### src/rtl/pmp_pkg.sv
// shared constants and types for the program memory programming logic
package pmp_pkg;
    // ==========================================================
    // widths and addresses
    localparam int ADDR_W = 13;
    localparam int DATA_W = 12;
    localparam int CMD_W = 4;
    localparam int LOW_W = 4;
    localparam int HIGH_W = 8;
    localparam logic [12:0] CFG_ADDR_SMALL = 13'h0fff;
    localparam logic [12:0] CFG_ADDR_LARGE = 13'h1fff;
    localparam logic [12:0] FIRST_ADDR = 13'h0000;
    localparam logic [11:0] WORD_ZERO = 12'h000;

    // ==========================================================
    // serial frame timing
    localparam int CLKS_PER_CYCLE = 4;
    localparam int CYCLES_PER_FRAME = 17;
    localparam logic [1:0] PH_SYNC = 2'h1;
    localparam logic [1:0] PH_SAMPLE = 2'h3;
    localparam logic [4:0] CYC_SYNC = 5'h00;
    localparam logic [4:0] CYC_CMD_LAST = 5'h04;
    localparam logic [4:0] CYC_DATA_FIRST = 5'h05;
    localparam logic [4:0] CYC_LAST = 5'h10;

    // ==========================================================
    // serial command codes
    localparam logic [3:0] SER_ERASE = 4'h0;
    localparam logic [3:0] SER_RD_IDENT = 4'h1;
    localparam logic [3:0] SER_RD_EXT = 4'h2;
    localparam logic [3:0] SER_PR_EXT = 4'h3;
    localparam logic [3:0] SER_LOAD = 4'h4;
    localparam logic [3:0] SER_PROGRAM = 4'h5;
    localparam logic [3:0] SER_READ = 4'h6;
    localparam logic [3:0] SER_INCR = 4'h7;

    // ==========================================================
    // parallel command codes and address step release count
    localparam logic [11:0] PAR_ERASE = 12'h010;
    localparam logic [11:0] PAR_RD_IDENT = 12'h001;
    localparam logic [11:0] PAR_RD_EXT = 12'h002;
    localparam logic [11:0] PAR_PR_EXT_LARGE = 12'h003;
    localparam logic [11:0] PAR_PR_EXT_SMALL = 12'h020;
    localparam logic [11:0] PAR_READ = 12'h004;
    localparam logic [11:0] PAR_PROGRAM = 12'h0ffe;
    localparam logic [1:0] STEP_RELEASE = 2'h2;

    // ==========================================================
    // types
    typedef enum logic [1:0] {
        PMP_SPACE_MAIN = 2'h0,
        PMP_SPACE_EXT = 2'h1,
        PMP_SPACE_IDENT = 2'h2
    } pmp_space_t;

    typedef enum logic [2:0] {
        PMP_OP_NONE, PMP_OP_ERASE, PMP_OP_RD_IDENT, PMP_OP_RD_EXT,
        PMP_OP_RD_MAIN, PMP_OP_PR_MAIN, PMP_OP_PR_EXT
    } pmp_op_t;

    typedef enum logic [1:0] {
        PMP_ST_IDLE = 2'b00,
        PMP_ST_SERIAL = 2'b01,
        PMP_ST_EXIT = 2'b11,
        PMP_ST_PARALLEL = 2'b10
    } pmp_state_t;

    typedef struct packed {
        pmp_space_t space;
        logic [12:0] addr;
        logic [11:0] data;
    } pmp_wr_t;
endpackage

### src/rtl/pmp_fifo.sv
// write request fifo between sequencer and flash array
`timescale 1ns/100ps
module pmp_fifo #(
    parameter int WIDTH = 27,
    parameter int DEPTH = 16
) (
    input wire logic clk,
    input wire logic nrst,
    input wire logic [WIDTH-1:0] in_data,
    input wire logic in_valid,
    output logic in_ready,
    output logic [WIDTH-1:0] out_data,
    output logic out_valid,
    input wire logic out_ready
);
    localparam int AW = $clog2(DEPTH);
    logic [WIDTH-1:0] mem_r [DEPTH];
    logic [AW-1:0] wp_r;
    logic [AW-1:0] rp_r;
    logic [AW:0] cnt_r;
    logic push;
    logic pop;

    assign in_ready = (cnt_r != (AW+1)'(DEPTH));
    assign out_valid = (cnt_r != '0);
    assign out_data = mem_r[rp_r];
    assign push = in_valid && in_ready;
    assign pop = out_valid && out_ready;

    always_ff @(posedge clk) begin
        if (push) begin
            mem_r[wp_r] <= in_data;
        end
    end

    always_ff @(posedge clk or negedge nrst) begin
        if (!nrst) begin
            wp_r <= '0;
            rp_r <= '0;
            cnt_r <= '0;
        end else begin
            if (push) begin
                wp_r <= (wp_r == AW'(DEPTH - 1)) ? '0 : wp_r + 1'b1;
            end
            if (pop) begin
                rp_r <= (rp_r == AW'(DEPTH - 1)) ? '0 : rp_r + 1'b1;
            end
            cnt_r <= cnt_r + (AW+1)'(push) - (AW+1)'(pop);
        end
    end
endmodule

### src/rtl/pmp_frame_timer.sv
// serial frame phase and cycle counters
`timescale 1ns/100ps
module pmp_frame_timer
    import pmp_pkg::*;
(
    input wire logic clk,
    input wire logic nrst,
    input wire logic run,
    input wire logic hold,
    output logic [1:0] phase_r,
    output logic [4:0] cycle_r
);
    always_ff @(posedge clk or negedge nrst) begin
        if (!nrst) begin
            phase_r <= '0;
            cycle_r <= CYC_SYNC;
        end else if (!run) begin
            phase_r <= '0;
            cycle_r <= CYC_SYNC;
        end else if (!(hold && phase_r == '0 && cycle_r == CYC_SYNC)) begin
            phase_r <= phase_r + 1'b1;
            if (phase_r == 2'(CLKS_PER_CYCLE - 1)) begin
                cycle_r <= (cycle_r == 5'(CYCLES_PER_FRAME - 1)) ? CYC_SYNC : cycle_r + 1'b1;
            end
        end
    end
endmodule

### src/rtl/pmp_top.sv
// program memory programming sequencer, serial and parallel modes
// What this block does
// - load frame stores a word, program frames write it at pointer
// - serial line ignored during data cycles of program frames
// - serial entry points at primary config word
// - address order: config word, then 000h upward
// - increment at config word goes to 000h
// - each increment frame steps pointer by one, no write
// - exit after sync cycle, internal device reset pulsed
// - master clear rise enters parallel mode, latches command
// - low port holds four low bits, high port eight high bits
// - address step pulses from the third on advance pointer, strobe times operations
// - master clear to zero ends parallel mode with reset
// - new master clear rise latches a fresh command
// - decode 010h erase, 001h identity read, 002h extended read
// - decode 004h read data, FFEh program data
// - extended config write 003h large, 020h small variant
// - other parallel codes are reserved, no operation
// - erase clears whole memory, both config words
// - frame is 17 cycles of four clocks: sync, 4 cmd, 12 data
// - serial codes 0100 load, 0101 program, 0111 increment
// - erase active on decode, drops at strobe falling edge in parallel mode, at frame end in serial mode
`timescale 1ns/100ps
module pmp_top
    import pmp_pkg::*;
#(
    parameter bit LARGE = 1'b1,
    parameter int FIFO_DEPTH = 16
) (
    input wire logic clk,
    input wire logic nrst,
    input wire logic master_clear_pin_hv,
    input wire logic master_clear_pin_zero,
    input wire logic address_step_pin_hv,
    input wire logic address_step_pin,
    input wire logic operation_strobe_pin,
    input wire logic serial_program_line_in,
    output logic serial_program_line_out_r,
    output logic serial_program_line_oe_r,
    input wire logic [3:0] low_data_port_in,
    output logic [3:0] low_data_port_out_r,
    output logic low_data_port_oe_r,
    input wire logic [7:0] high_data_port_in,
    output logic [7:0] high_data_port_out_r,
    output logic high_data_port_oe_r,
    output logic [ADDR_W-1:0] mem_rd_addr_r,
    output pmp_space_t mem_rd_space_r,
    input wire logic [DATA_W-1:0] mem_rd_data,
    output pmp_wr_t mem_wr,
    output logic mem_wr_valid,
    input wire logic mem_wr_ready,
    output logic mem_erase_r,
    output logic device_reset_r
);
    // ==========================================================
    // helpers
    localparam logic [12:0] CFG_ADDR = LARGE ? CFG_ADDR_LARGE : CFG_ADDR_SMALL;
    localparam logic [11:0] PAR_PR_EXT = LARGE ? PAR_PR_EXT_LARGE : PAR_PR_EXT_SMALL;

    function automatic logic [12:0] next_addr(input logic [12:0] a);
        // config word wraps to 000h
        next_addr = (a == CFG_ADDR) ? FIRST_ADDR : a + 1'b1;
    endfunction

    pmp_state_t state_r;
    logic [1:0] phase_r;
    logic [4:0] cycle_r;
    logic [3:0] cmd_sh_r;
    logic [11:0] data_sh_r;
    logic [11:0] rd_sh_r;
    logic [11:0] data_r;
    logic [11:0] par_cmd_r;
    logic [1:0] step_cnt_r;
    logic rb_phase_r;
    logic exit_req_r;
    logic master_clear_pin_hv_q;
    logic step_q;
    logic strobe_q;
    logic push_req_r;
    pmp_wr_t push_data_r;
    logic fifo_ready;
    pmp_op_t par_op;

    logic ser;
    logic par;
    logic sample;
    logic frame_end;
    logic sync_end;
    logic master_clear_pin_rise;
    logic step_rise;
    logic strobe_fall;
    logic par_live;
    logic [11:0] ser_word;
    logic [11:0] par_word;

    assign ser = (state_r == PMP_ST_SERIAL);
    assign par = (state_r == PMP_ST_PARALLEL);
    assign sample = ser && phase_r == PH_SAMPLE;
    assign frame_end = sample && cycle_r == CYC_LAST;
    assign sync_end = sample && cycle_r == CYC_SYNC;
    assign master_clear_pin_rise = master_clear_pin_hv && !master_clear_pin_hv_q;
    assign step_rise = address_step_pin && !step_q;
    assign strobe_fall = !operation_strobe_pin && strobe_q;
    assign par_live = par && step_cnt_r == STEP_RELEASE;
    assign ser_word = {data_sh_r[10:0], serial_program_line_in};
    assign par_word = {high_data_port_in, low_data_port_in};

    // ==========================================================
    // parallel command decode
    always_comb begin
        unique case (par_cmd_r)
            PAR_ERASE: par_op = PMP_OP_ERASE;
            PAR_RD_IDENT: par_op = PMP_OP_RD_IDENT;
            PAR_RD_EXT: par_op = PMP_OP_RD_EXT;
            PAR_READ: par_op = PMP_OP_RD_MAIN;
            PAR_PROGRAM: par_op = PMP_OP_PR_MAIN;
            PAR_PR_EXT: par_op = PMP_OP_PR_EXT;
            default: par_op = PMP_OP_NONE;
        endcase
    end

    // ==========================================================
    // frame timer and write fifo
    pmp_frame_timer u_timer (
        .clk(clk),
        .nrst(nrst),
        .run(ser),
        .hold(push_req_r && !fifo_ready),
        .phase_r(phase_r),
        .cycle_r(cycle_r)
    );

    pmp_fifo #(.WIDTH($bits(pmp_wr_t)), .DEPTH(FIFO_DEPTH)) u_fifo (
        .clk(clk),
        .nrst(nrst),
        .in_data(push_data_r),
        .in_valid(push_req_r),
        .in_ready(fifo_ready),
        .out_data(mem_wr),
        .out_valid(mem_wr_valid),
        .out_ready(mem_wr_ready)
    );

    // ==========================================================
    // mode state
    always_ff @(posedge clk or negedge nrst) begin
        if (!nrst) begin
            state_r <= PMP_ST_IDLE;
            exit_req_r <= 1'b0;
            device_reset_r <= 1'b0;
            master_clear_pin_hv_q <= 1'b0;
            step_q <= 1'b0;
            strobe_q <= 1'b0;
            par_cmd_r <= WORD_ZERO;
        end else begin
            master_clear_pin_hv_q <= master_clear_pin_hv;
            step_q <= address_step_pin;
            strobe_q <= operation_strobe_pin;
            device_reset_r <= 1'b0;
            exit_req_r <= ser && (exit_req_r || !address_step_pin_hv);
            if (master_clear_pin_rise && (state_r == PMP_ST_IDLE || par)) begin
                par_cmd_r <= par_word;
            end
            unique case (state_r)
                PMP_ST_IDLE: begin
                    if (master_clear_pin_rise) begin
                        state_r <= PMP_ST_PARALLEL;
                    end else if (address_step_pin_hv) begin
                        state_r <= PMP_ST_SERIAL;
                    end
                end
                PMP_ST_SERIAL: begin
                    if (exit_req_r && sync_end) begin
                        state_r <= PMP_ST_EXIT;
                    end
                end
                PMP_ST_EXIT: begin
                    state_r <= PMP_ST_IDLE;
                    device_reset_r <= 1'b1;
                end
                PMP_ST_PARALLEL: begin
                    if (master_clear_pin_zero) begin
                        state_r <= PMP_ST_IDLE;
                        device_reset_r <= 1'b1;
                    end
                end
            endcase
        end
    end

    // ==========================================================
    // serial shifters
    always_ff @(posedge clk or negedge nrst) begin
        if (!nrst) begin
            cmd_sh_r <= '1;
            data_sh_r <= WORD_ZERO;
            data_r <= WORD_ZERO;
            rd_sh_r <= WORD_ZERO;
        end else if (sample) begin
            if (cycle_r != CYC_SYNC && cycle_r <= CYC_CMD_LAST) begin
                cmd_sh_r <= {cmd_sh_r[2:0], serial_program_line_in};
            end else if (cycle_r >= CYC_DATA_FIRST) begin
                rd_sh_r <= {rd_sh_r[10:0], 1'b0};
                if (cmd_sh_r == SER_LOAD) begin
                    data_sh_r <= ser_word;
                end
            end
            if (frame_end && cmd_sh_r == SER_LOAD) begin
                data_r <= ser_word;
            end
        end else if (ser && phase_r == '0 && cycle_r == CYC_DATA_FIRST) begin
            rd_sh_r <= mem_rd_data;
        end
    end

    // ==========================================================
    // serial line drive, open drain
    always_ff @(posedge clk or negedge nrst) begin
        if (!nrst) begin
            serial_program_line_out_r <= 1'b0;
            serial_program_line_oe_r <= 1'b0;
        end else begin
            serial_program_line_out_r <= 1'b0;
            if (!ser) begin
                serial_program_line_oe_r <= 1'b0;
            end else if (phase_r == PH_SYNC - 1'b1) begin
                serial_program_line_oe_r <= (cycle_r != CYC_SYNC);
            end else if (phase_r == PH_SYNC || phase_r == PH_SYNC + 1'b1) begin
                serial_program_line_oe_r <= cycle_r >= CYC_DATA_FIRST && !rd_sh_r[11]
                    && (cmd_sh_r == SER_READ || cmd_sh_r == SER_RD_EXT
                    || cmd_sh_r == SER_RD_IDENT);
            end else begin
                serial_program_line_oe_r <= 1'b0;
            end
        end
    end

    // ==========================================================
    // address pointer and read space
    always_ff @(posedge clk or negedge nrst) begin
        if (!nrst) begin
            mem_rd_addr_r <= CFG_ADDR;
            mem_rd_space_r <= PMP_SPACE_MAIN;
            step_cnt_r <= '0;
        end else if (state_r == PMP_ST_IDLE || master_clear_pin_rise) begin
            mem_rd_addr_r <= CFG_ADDR;
            mem_rd_space_r <= PMP_SPACE_MAIN;
            step_cnt_r <= '0;
        end else if (ser) begin
            if (sample && cycle_r == CYC_CMD_LAST) begin
                unique case ({cmd_sh_r[2:0], serial_program_line_in})
                    SER_RD_EXT, SER_PR_EXT: mem_rd_space_r <= PMP_SPACE_EXT;
                    SER_RD_IDENT: mem_rd_space_r <= PMP_SPACE_IDENT;
                    default: mem_rd_space_r <= PMP_SPACE_MAIN;
                endcase
            end
            if (frame_end && cmd_sh_r == SER_INCR) begin
                mem_rd_addr_r <= next_addr(mem_rd_addr_r);
            end
        end else if (par && step_rise) begin
            if (step_cnt_r != STEP_RELEASE) begin
                step_cnt_r <= step_cnt_r + 1'b1;
                mem_rd_space_r <= (par_op == PMP_OP_RD_IDENT) ? PMP_SPACE_IDENT
                    : (par_op == PMP_OP_RD_EXT || par_op == PMP_OP_PR_EXT) ? PMP_SPACE_EXT
                    : PMP_SPACE_MAIN;
            end else begin
                mem_rd_addr_r <= next_addr(mem_rd_addr_r);
            end
        end
    end

    // ==========================================================
    // write requests and erase
    always_ff @(posedge clk or negedge nrst) begin
        if (!nrst) begin
            push_req_r <= 1'b0;
            push_data_r <= '0;
            mem_erase_r <= 1'b0;
            rb_phase_r <= 1'b0;
        end else begin
            if (push_req_r && fifo_ready) begin
                push_req_r <= 1'b0;
            end
            if (frame_end && (cmd_sh_r == SER_PROGRAM || cmd_sh_r == SER_PR_EXT)) begin
                push_req_r <= 1'b1;
                push_data_r <= '{mem_rd_space_r, mem_rd_addr_r, data_r};
            end
            if (step_rise || master_clear_pin_rise) begin
                rb_phase_r <= 1'b0;
            end else if (par_live && strobe_fall
                && (par_op == PMP_OP_PR_MAIN || par_op == PMP_OP_PR_EXT)) begin
                rb_phase_r <= 1'b1;
                if (!rb_phase_r) begin
                    push_req_r <= 1'b1;
                    push_data_r <= '{mem_rd_space_r, mem_rd_addr_r, par_word};
                end
            end
            if (ser) begin
                mem_erase_r <= (mem_erase_r && !frame_end)
                    || (sample && cycle_r == CYC_CMD_LAST
                    && {cmd_sh_r[2:0], serial_program_line_in} == SER_ERASE);
            end else if (master_clear_pin_rise) begin
                mem_erase_r <= (par_word == PAR_ERASE);
            end else if (strobe_fall || !par) begin
                mem_erase_r <= 1'b0;
            end
        end
    end

    // ==========================================================
    // parallel port drive
    always_ff @(posedge clk or negedge nrst) begin
        if (!nrst) begin
            low_data_port_out_r <= '0;
            high_data_port_out_r <= '0;
            low_data_port_oe_r <= 1'b0;
            high_data_port_oe_r <= 1'b0;
        end else begin
            low_data_port_out_r <= mem_rd_data[LOW_W-1:0];
            high_data_port_out_r <= mem_rd_data[DATA_W-1:LOW_W];
            low_data_port_oe_r <= par_live && (par_op == PMP_OP_RD_MAIN
                || par_op == PMP_OP_RD_EXT || par_op == PMP_OP_RD_IDENT
                || (rb_phase_r && !operation_strobe_pin));
            high_data_port_oe_r <= par_live && (par_op == PMP_OP_RD_MAIN
                || par_op == PMP_OP_RD_EXT || par_op == PMP_OP_RD_IDENT
                || (rb_phase_r && !operation_strobe_pin));
        end
    end

    // ==========================================================
    // assertions
    property p_ser_ignore;
        @(posedge clk) disable iff (!nrst)
        (sample && cycle_r >= CYC_DATA_FIRST && cmd_sh_r == SER_PROGRAM)
            |=> $stable(data_sh_r) && $stable(data_r);
    endproperty
    a_ser_ignore: assert property (p_ser_ignore) else $error("data taken in program frame");

    property p_load;
        @(posedge clk) disable iff (!nrst)
        (frame_end && cmd_sh_r == SER_LOAD) |=> data_r == $past(ser_word);
    endproperty
    a_load: assert property (p_load) else $error("load word not held");

    property p_prog_push;
        @(posedge clk) disable iff (!nrst)
        (frame_end && cmd_sh_r == SER_PROGRAM)
            |=> push_req_r && push_data_r.data == $past(data_r)
                && push_data_r.addr == $past(mem_rd_addr_r);
    endproperty
    a_prog_push: assert property (p_prog_push) else $error("program frame lost");

    property p_entry;
        @(posedge clk) disable iff (!nrst)
        $rose(ser) |-> mem_rd_addr_r == CFG_ADDR;
    endproperty
    a_entry: assert property (p_entry) else $error("entry not at config word");

    property p_incr;
        @(posedge clk) disable iff (!nrst)
        (frame_end && cmd_sh_r == SER_INCR)
            |=> mem_rd_addr_r == next_addr($past(mem_rd_addr_r)) && !$rose(push_req_r);
    endproperty
    a_incr: assert property (p_incr) else $error("increment wrong");

    property p_cfg_wrap;
        @(posedge clk) disable iff (!nrst)
        (frame_end && cmd_sh_r == SER_INCR && mem_rd_addr_r == CFG_ADDR)
            |=> mem_rd_addr_r == FIRST_ADDR;
    endproperty
    a_cfg_wrap: assert property (p_cfg_wrap) else $error("no wrap to zero");

    property p_exit;
        @(posedge clk) disable iff (!nrst)
        (ser && exit_req_r && sync_end) |=> state_r == PMP_ST_EXIT ##1 device_reset_r;
    endproperty
    a_exit: assert property (p_exit) else $error("exit sequence wrong");

    property p_erase_drop;
        @(posedge clk) disable iff (!nrst)
        (par && mem_erase_r && strobe_fall && !master_clear_pin_rise) |=> !mem_erase_r;
    endproperty
    a_erase_drop: assert property (p_erase_drop) else $error("erase held past strobe");

    property p_reserved;
        @(posedge clk) disable iff (!nrst)
        (par && par_op == PMP_OP_NONE && !master_clear_pin_rise) |=> !$rose(push_req_r) && !$rose(mem_erase_r);
    endproperty
    a_reserved: assert property (p_reserved) else $error("reserved code acted");

    property p_master_clear_pin_exit;
        @(posedge clk) disable iff (!nrst)
        (par && master_clear_pin_zero) |=> state_r == PMP_ST_IDLE && device_reset_r;
    endproperty
    a_master_clear_pin_exit: assert property (p_master_clear_pin_exit) else $error("parallel not ended");

    c_ser_prog: cover property (@(posedge clk) disable iff (!nrst)
        frame_end && cmd_sh_r == SER_PROGRAM);
    c_ser_exit: cover property (@(posedge clk) disable iff (!nrst) state_r == PMP_ST_EXIT);
    c_par_erase: cover property (@(posedge clk) disable iff (!nrst)
        par && mem_erase_r ##1 !mem_erase_r);
    c_par_write: cover property (@(posedge clk) disable iff (!nrst)
        par_live && $rose(push_req_r));
endmodule

### config.mk
export PLATFORM = sky130hd
export DESIGN_NAME = pmp_top
export DESIGN_NICKNAME = d
export VERILOG_FILES = /design/src/rtl/pmp_pkg.sv /design/src/rtl/pmp_fifo.sv /design/src/rtl/pmp_frame_timer.sv /design/src/rtl/pmp_top.sv
export SDC_FILE = /design/constraint.sdc
export NUM_CORES = 1
export LEC_CHECK = 0
export BUFFER_PORTS_ARGS = -buffer_cell sky130_fd_sc_hd__buf_2
export CAP_MARGIN = 20
export CORE_ASPECT_RATIO = 0.75
export CORE_UTILIZATION = 30
export DETAILED_ROUTE_END_ITERATION = 10
export SLEW_MARGIN = 20
export SYNTH_ARGS = -nofsm -noshare
export SYNTH_HDL_FRONTEND = slang
export SYNTH_SLANG_ARGS = --single-unit
### constraint.sdc
create_clock -name clk -period 7.6 [get_ports clk]
set_input_delay 1.52 -clock clk [delete_from_list [all_inputs] [get_ports clk]]
set_output_delay 1.52 -clock clk [all_outputs]
set_load 0.05 [all_outputs]
Word level (Yosys, flattened, before mapping)
Memories as Yosys holds them, arrays and structs flattened.
Index checks and enable logic that the tools add are counted.
{"block": "word_totals", "reg_bits": 139, "mem_count": 1, "in_bits": 33, "latchBits": 0, "ram_bits": 432, "rom_bits": 0}
{"block": "classes", "shift": 0, "add_sub_neg": 8, "n_reduce_logical": 77, "div_mod_pow": 0, "n_bitwise": 1, "order_cmp": 2, "n_mul": 0, "eq_ne": 48, "muxes": 57}
{"memory": "u_fifo.mem_r", "words": 16, "word_bits": 27, "rd": 1, "rd_clocked_by_memory_dff": 0, "write_ports": 1, "line": "pmp_fifo.sv:17", "rtl": "logic [WIDTH-1:0] mem_r [DEPTH];"}
{"cell": "$mux W27", "n": 4}
{"cell": "$mux W13", "n": 6}
{"cell": "$mux W12", "n": 4}
{"cell": "$mux W2", "n": 16}
{"cell": "$logic_and A1 B1 Y1", "n": 31}
{"cell": "$eq A12 B2 Y1 const B", "n": 2}
{"cell": "$eq A12 B5 Y1 const B", "n": 2}
{"cell": "$mux W5", "n": 4}
{"cell": "$pmux W3 S6", "n": 1}
{"cell": "$mux W1", "n": 17}
{"cell": "$eq A4 B2 Y1 const B", "n": 4}
{"cell": "$eq A4 B3 Y1 const B", "n": 4}
{"cell": "$logic_or A1 B1 Y1", "n": 15}
{"cell": "$reduce_and A3 Y1", "n": 5}
{"cell": "$add A13 B1 Y13 const B", "n": 1}
{"cell": "$eq A13 B13 Y1 const B", "n": 1}
{"cell": "$eq A12 B1 Y1 const B", "n": 1}
{"cell": "$eq A12 B12 Y1 const B", "n": 1}
{"cell": "$eq A12 B3 Y1 const B", "n": 1}
{"cell": "$eq A2 B2 Y1 const B", "n": 5}
{"cell": "$eq A5 B3 Y1 const B", "n": 2}
{"cell": "$reduce_bool A5 Y1", "n": 2}
{"cell": "$eq A3 B3 Y1 const B", "n": 3}
{"cell": "$reduce_bool A3 Y1", "n": 3}
{"cell": "30 further kinds", "n": 58}

Depth between registers and ports, before layout
Gate-level depths: netlist of the first run.
{"block": "depth", "depth_word": 10, "ltp_mapped": 15, "depth_no_buf": 15}

Hierarchy
A second synthesis of the first run with hierarchy kept.
{"block": "unflattened", "hier_cells": 1309, "area_unflattened_um2": 23065.9}
{"mod": "pmp_fifo", "area_per_inst_um2": 17351.6, "n_inst": 1, "cells_each": 818, "seq_area_each_um2": 13297.8}
{"mod": "pmp_top", "area_per_inst_um2": 5286.3, "n_inst": 1, "cells_each": 445, "seq_area_each_um2": 2999.1}
{"mod": "pmp_frame_timer", "area_per_inst_um2": 427.9, "n_inst": 1, "cells_each": 46, "seq_area_each_um2": 175.2}

Worst setup path after synthesis of the first run
OpenSTA, ideal clock, no wires.
{"block": "synth_timing", "path_type": "register -> register", "startpoint": "register u_fifo.cnt_r[2]", "endpoint": "memory u_fifo.mem_r[4][0] (enable)", "required_ps": 7155, "synth_period_minus_slack_ps": 3553, "t_arrival_ps": 3108, "n_path_buf": 1, "slack_ps": 4047, "path_stages_with_launch": 8, "setup_time_ps": 445, "cell_sequence": "dfrtp_1 inv_1 ha_1 nor4bb_1 nor2b_1 clkbuf_1 nand2_1 nor3_1"}
{"block": "synth_between", "elab_chain_cells": 4}
{"item": "from (decl)", "line": "pmp_fifo.sv:20", "rtl": "logic [AW:0] cnt_r;"}
{"item": "from (signal assigned)", "line": "pmp_fifo.sv:48", "rtl": "cnt_r <= cnt_r + (AW+1)'(push) - (AW+1)'(pop);"}
{"item": "$ne A5 B5 Y1", "line": "pmp_fifo.sv:24", "rtl": "assign in_ready = (cnt_r != (AW+1)'(DEPTH));"}
{"item": "$logic_and A1 B1 Y1", "line": "pmp_fifo.sv:27", "rtl": "assign push = in_valid && in_ready;"}
{"item": "$mux W1", "line": "pmp_fifo.sv:31", "rtl": "if (push) begin"}
{"item": "$mux W1 (not written as such)", "line": "pmp_fifo.sv:32", "rtl": "mem_r[wp_r] <= in_data;"}
{"item": "to (decl)", "line": "pmp_fifo.sv:17"}
No other way between the ends.

==> results of run 1 <==
through the flow:
| step | hold slack (ns) | utilization |
|---|---|---|
| 5_1_grt | 0.519 | 0.350 |
| 3_5_place_dp | 0.493 | 0.327 |
| 4_1_cts | 0.506 | 0.349 |
| 6_report | 0.503 | 0.350 |
| 2_1_floorplan | 0.463 | - |
| 3_3_place_gp | 0.485 | 0.327 |
layout make-up:
cell class / instances / area, µm²
diodes: 2 / 5.00
fillers: 7205 / 49100
flip-flops and latches: 571 / 16500
well taps: 1023 / 1280
repair buffers: 122 / 752
clock buffers: 71 / 1410
inverters: 26 / 97.6
multi-input cells: 707 / 6150
clock inverters: 20 / 264
flip-flops by register name (all words and copies together) (netlist names), 5 cells and up:
register	flops
data_r	12
data_sh_r	11
high_data_port_out_r	8
mem_rd_addr_r	13
par_cmd_r	12
push_data_r	27
rd_sh_r	12
u_fifo.cnt_r	5
u_fifo.mem_r	432
u_timer.cycle_r	5
routing by layer:
layer / track usage / routed length [µm] / vias to the layer above / share of wire
met5: 0 / 0 / - / 0
met4: 0.0207 / 622 / 0 / 0.011
met3: 0.0365 / 3880 / 55 / 0.071
met2: 0.210 / 24200 / 356 / 0.44
met1: 0.207 / 26000 / 6603 / 0.48
li1: - / - / 5631 / -
placed cells by master (no fill, tap or decap), drive strengths merged, types with 17 or more instances in the layout:
cell and n:
a21oi 54, a221oi 27, a22oi 28, buf 122, clkbuf 71, dfrtp 122
dfstp 17, edfxtp 432, ha 18, inv 28, mux2 84, mux2i 96
mux4 54, nand2 55, nor2 39, nor3 18, o21ai 81
worst max-delay path by stage:
stage	from	to	slack [ns]	cells after the start
after floorplan	u_fifo.cnt_r[2]$_DFF_PN0_	u_fifo.mem_r[4][0]$_DFFE_PP_	4.05	7
after global placement	u_fifo.rp_r[1]$_DFFE_PN0P_	mem_wr[8]	2.87	6
after detailed placement	u_fifo.rp_r[2]$_DFFE_PN0P_	mem_wr[18]	2.99	6
after CTS	u_fifo.rp_r[2]$_DFFE_PN0P_	mem_wr[18]	2.32	6
after global routing	u_fifo.rp_r[0]$_DFFE_PN0P_	mem_wr[1]	2.14	7
final	u_fifo.rp_r[2]$_DFFE_PN0P_	mem_wr[18]	2.35	6
logic make-up after synthesis:
group           share of synthesized area
mux                                 0.137
fa+ha+maj                          0.0107
flops                               0.716
xor+xnor                          0.00457
other cells                      0.000163
buf+inv                            0.0189
compound gates                     0.0671
simple gates                       0.0450
worst register-to-register path, cell delays in order (launching register included):
cell and delay (ns):
dfrtp_1 0.36, inv_1 0.06, ha_1 0.20, nor4bb_1 0.13, buf_4 0.17, nor2b_1 0.48, and3b_1 0.30, and2_1 0.85
buf_4 0.45
power by group:
group          internal (W)  leakage (nW)  switching [W]  total, W
sequential          0.00347          5.57       0.000268   0.00373
combinational      0.000719          2.86        0.00146   0.00218
clock               0.00148         0.814        0.00113   0.00261
==> summary.txt, run 1 <==
Yosys
  – Yosys cell types: 60
  – Top cells by count, synth: edfxtp_1, dfrtp_1, mux2i_1
  – Cell area after synthesis: roughly 23000 µm²
  – Mapped Nets: 1431
  – Mean Syn Cell Area: ~17 µm²
  – Post-synth EDFFs: 432
  – Synth Instances: ~1400
  – Asr flop ratio synth: 0.243
  – Dominant cell type by area after synthesis: edfxtp_1
  – Synth area leaders: edfxtp_1, dfrtp_1, mux4_2, mux2i_1, mux2_2
  – Post-synth top area share: 0.564
  – Seq cells post-synth: ~570
  – Synth Warn #: 0
  – Post-synthesis sequential area ratio: 0.716
  – Synth Flop Type: edfxtp_1
  – Most common cell in the netlist: edfxtp_1

Run
  – MaxCap Viol Count: 0

Finish
  – Post-Layout Inst Area: roughly 26000 µm²
  – Non-Filler Instances: around 2500
  – Layout cells sized above 1: 0.245
  – NumNets Final: roughly 1500
  – Area delta synth->final: 15.0%

Clock tree
  – Reg clk slew, reported paths: roughly 0.060 ns
  – Total number of H-tree levels: 2
  – Hold_buf cts: 0
  – Post-CTS Setup Bufs: 0
  – CTS tree: built
  – Root Buffer: clkbuf_16
  – Post-CTS Resized: 0
  – Clock sink count: 571
  – Clk buf depth: 3
  – Cts bufs inserted: 52
  – Worst-skew pair later-pin latency: about 0.6 ns

STA
  – Fmax: 191 MHz
  – Final-report hold violation count: 0
  – Final worst setup slack: ~2.4 ns
  – Worst-Margin Slew: between 1 and 1.5 ns
  – RSZ-0062 raised after global routing: false
  – Slew margin rel.: 0.254
  – Post-Route Setup TNS: 0 ns
  – Final Skew: 0.0302 ns
  – Period minus WS final: roughly 5.2 ns
  – Fin. max-slew vios: 0
  – Setup Viol. Count Final: 0
  – Tcrit/Tclk final: 0.690

Worst setup path
  – Reg2reg start: u_fifo.cnt_r[2]$_DFF_PN0_
  – Crit path required time: approximately 6.1 ns
  – Critical Path End Type: output port
  – R2R depth: 8
  – Worst path bufs/invs: 2
  – Crit Path Category: flip-flop to output port
  – CP top delay family: simple AND/OR/NAND/NOR gates
  – Crit path launch type: flip-flop
  – Reg2reg setup slack: roughly 4.3 ns
  – CP max stage cell: nor2b_4
  – Worst path max stage delay: around 0.90 ns
  – Critical R2R Capture: u_fifo.mem_r[9][5]$_DFFE_PP_
  – CP Max Fanout: 28
  – CP arrival: ~3.7 ns
  – CP cell instances: nor2b_4, buf_4, a221oi_1, o21ai_0, nand2_1, buf_2

Worst hold path
  – Worst Hold Launch: data_r[5]$_DFFE_PN0P_
  – Worst hold stages: 1
  – Worst min path class: flip-flop to flip-flop
  – WHS Endpoint: data_r[5]$_DFFE_PN0P_

Floorplan
  – # IOs: 94
  – Row cnt: between 80 and 90
  – Initial core utilization: 0.304
  – Core ar.: between 70000 and 80000 µm²
  – Die span in y: ~240 µm
  – Die area: between 70000 and 80000 µm²
  – Die width: 322 µm

Detailed routing
  – Vias: 12645
  – Wire per inst: approximately 22 µm
  – First-pass DRT Iterations: 5
  – Vias per cell: about 5
  – Drt total wl: around 55000 µm
  – Post-route ant nets: 0
  – DRC Markers: 0
  – Initial DRC count: between 1000 and 1500

Power
  – Leak pwr: a little over 9 nW
  – Worst vdd ir: 207 µV
  – PwrDens: 322 nW/µm²
  – Tot Pwr: between 0.008 and 0.009 W

Global route
  – GR Overflow Total: 0
  – Total global-route track usage: 0.140
  – Vias in the first global route: approximately 13000
  – Initial antenna violation count: 3
  – First-pass GRT wire length: roughly 82000 µm
  – Largest net degree at the start of global routing: 74

Place
  – Post-DP HPWL: approximately 33000 µm
  – RD Place Congestion: approximately 0.77
  – Port Buffers: just over 90
  – Dpl ws: roughly 3.0 ns
  – Post-DP Area: 24700 µm²
  – Placed cell count: roughly 2400

Outcome
  – Status: complete, no violations
(Power assumes the default switching activity.)
==> run 2, diff against run 1 <==
==> constraint.sdc (replaced) <==
create_clock -name clk -period 5.1 [get_ports clk]
set_input_delay 1.02 -clock clk [delete_from_list [all_inputs] [get_ports clk]]
set_output_delay 1.02 -clock clk [all_outputs]
set_load 0.05 [all_outputs]
==> run 2 against run 1 <==
  * Core utilization about the same
  * Die area unchanged
  * Combinational power increased by 55%
  * Largest power group unchanged
  * First-iteration DRC count is 0.34% higher
  * Largest cell class unchanged
  * Critical path depth unchanged
  * Clock power increased by 47%
  * Critical endpoint is now mem_wr[13]
  * Via count down 0.20%
  * Clock skew decreased by 0.0036 ns
  * Flip-flop and latch count unchanged
  * Highest routed layer unchanged
  * Sequential share of layout area is essentially flat
  * Power is 49% higher
  * Register-to-register slack got worse by 2.6 ns
==> summary.txt, run 2 (synthesis gave the netlist of run 1 again) <==
Finish
  – Commonest non-fill, non-tap cell in the layout: edfxtp_1
  – Area delta synth->final: 14.9% (about the same)
  – Fill cells: 7191 (-0.19%)
  – Commonest cells after routing, fill and taps aside: edfxtp_1, dfrtp_1, mux2i_1
  – Biggest register: u_fifo.mem_r
  – NumNets Final: 1533 (+0.065%)
  – Largest registers: u_fifo.mem_r (432), push_data_r (27), mem_rd_addr_r (13)
  – Layout cells sized above 1: 0.245 (+0.000684)
  – Non-Filler Instances: 2549 (+0.28%)
  – Largest register FFs: 432 (unchanged)

Global route
  – Met3 Resource Use GR: 0.0270 (-0.00955)
  – Initial antenna violation count: 1 (-2)
  – Busiest grt layer: met2
  – Grt met1 use: 0.203 (-0.00445)
  – Total global-route track usage: 0.139 (-0.00143)
  – Largest net degree at the start of global routing: 105 (+42%)
  – First-pass GRT wire length: 81300 µm (-1.3%)
  – GR Overflow Total: 0 (unchanged)
  – Vias in the first global route: 12687 (+0.21%)
  – Met2 GRT Util: 0.215 (+0.00444)

Clock tree
  – Clock sink count: 571 (unchanged)
  – Post-CTS Resized: 0 (unchanged)
  – Worst-skew pair later-pin latency: 0.59 ns (about the same)
  – Total number of H-tree levels: 2 (unchanged)
  – Cts bufs inserted: 52 (unchanged)
  – Reg clk slew, reported paths: 0.07 ns (about the same)
  – Post-CTS Setup Bufs: 0 (unchanged)
  – Root Buffer: clkbuf_16
  – Hold_buf cts: 0 (unchanged)
  – Clk buf depth: 3 (unchanged)
  – CTS tree: built

STA
  – Post-Route Setup TNS: 0 ns (unchanged)
  – Slew margin rel.: 0.342 (+0.0882)
  – Tcrit/Tclk final: 0.804
  – RSZ-0062 raised after global routing: false
  – Final Skew: 0.0266 ns (-0.00358 ns)
  – Period minus WS final: about 4.1 ns
  – Final-report hold violation count: 0 (unchanged)
  – Setup Viol. Count Final: 0 (unchanged)
  – Fin. max-slew vios: 0 (unchanged)
  – Fmax: approximately 240 MHz
  – Worst-Margin Slew: 0.985 ns (-0.130 ns)

Place
  – Post-DP HPWL: 32700 µm (-1.8%)
  – Placed cell count: 2449 (+0.041%)
  – Port Buffers: 92 (unchanged)
  – RD Place Congestion: 0.769 (-0.48%)

Floorplan
  – Die area: 77800 µm² (unchanged)
  – Row cnt: 87 (unchanged)
  – Die span in y: 242 µm (unchanged)
  – Die width: 322 µm (unchanged)
  – # IOs: 94 (unchanged)
  – Initial core utilization: 0.304 (unchanged)
  – Core ar.: 75500 µm² (unchanged)

Worst setup path
  – CP arrival: 3.08 ns (-0.65 ns)
  – Crit path required time: 4.08 ns (-2.00 ns)
  – Crit path launch type: flip-flop
  – CP Max Fanout: 71 (+150%)
  – Crit Path Category: flip-flop to output port
  – Critical Path End Type: output port

Detailed routing
  – Post-route ant nets: 0 (unchanged)
  – First-pass DRT Iterations: 5 (unchanged)
  – Wire per inst: 21.5 µm (about the same)
  – Initial DRC count: 1184 (+0.34%)
  – Drt total wl: 54900 µm (+0.32%)
  – Vias per cell: 4.95 (-0.47%)
  – DRC Markers: 0 (unchanged)
  – Vias: 12620 (-0.20%)

Outcome
  – Status: complete, no violations

Worst hold path
  – Worst min path class: input pin to async pin

Power
  – Leak pwr: 9.23 nW (-0.10%)
  – Worst vdd ir: 309 µV (+49%)
  – PwrDens: 480 nW/µm² (+49%)

Run
  – MaxCap Viol Count: 0 (unchanged)
-- run 2: final cells by class --
| type | instances | area [µm²] | share of cell area |
|---|---|---|---|
| antenna | 1 | 2.50 | 0.0000947 |
| sequential | 571 | 16500 | 0.624 |
| inverter | 26 | 97.6 | 0.00369 |
| multi-input combinational | 707 | 6150 | 0.233 |
| clock inverter | 30 | 250 | 0.00947 |
| tap | 1023 | 1280 | 0.0484 |
| clock buffer | 68 | 1400 | 0.0531 |
| timing repair buffer | 123 | 757 | 0.0287 |
-- run 2: worst paths after layout --
path                                             from                             end  slack [ns]  cells after the start
hold reg to reg                data_r[10]$_DFFE_PN0P_          data_r[10]$_DFFE_PN0P_        0.50                      1
hold / removal                                   nrst   mem_rd_space_r[1]$_DFFE_PN0P_        0.35                      1
max in group asynchronous                        nrst         rd_sh_r[11]$_DFFE_PN0P_        3.95                      2
setup reg to reg            u_fifo.cnt_r[2]$_DFF_PN0_  u_fifo.mem_r[15][16]$_DFFE_PP_        1.70                      7
min in group clk               data_r[10]$_DFFE_PN0P_          data_r[10]$_DFFE_PN0P_        0.50                      1
setup / recovery           u_fifo.rp_r[0]$_DFFE_PN0P_                      mem_wr[13]        1.00                      6
-- run 2: power by group --
group | switching [W] | leakage, nW | total, W | internal, W
clock | 0.00170 | 0.803 | 0.00384 | 0.00214
sequential | 0.000306 | 5.57 | 0.00547 | 0.00517
combinational | 0.00227 | 2.86 | 0.00338 | 0.00111
-- run 2: metrics by stage --
stage               hold slack, ns  power [W]  utilization  instance area, µm²  setup slack (ns)
floorplan                    0.463    0.00796            -               23000              1.55
global placement             0.489    0.00893        0.327               24700              1.58
detailed placement           0.493    0.00897        0.327               24700              1.61
CTS                          0.507     0.0128        0.349               26400             0.964
global route                 0.355     0.0133        0.350               26400             0.767
finish                       0.349     0.0127        0.350               26400              1.00
-- run 2: per-layer routing --
metal | routed length (µm) | up-vias | part of all wire
met5 | 0 | - | 0
met4 | 894 | 0 | 0.016
met3 | 3250 | 68 | 0.059
met2 | 24900 | 327 | 0.45
met1 | 25800 | 6587 | 0.47
li1 | - | 5638 | -
-- run 2: worst max-delay path, stage by stage, from the launching register on --
cell	delay, ns
dfrtp_4	0.71
buf_12	0.43
mux2i_1	0.15
a221oi_1	0.44
o21ai_0	0.14
nand2_1	0.22
buf_2	0.31
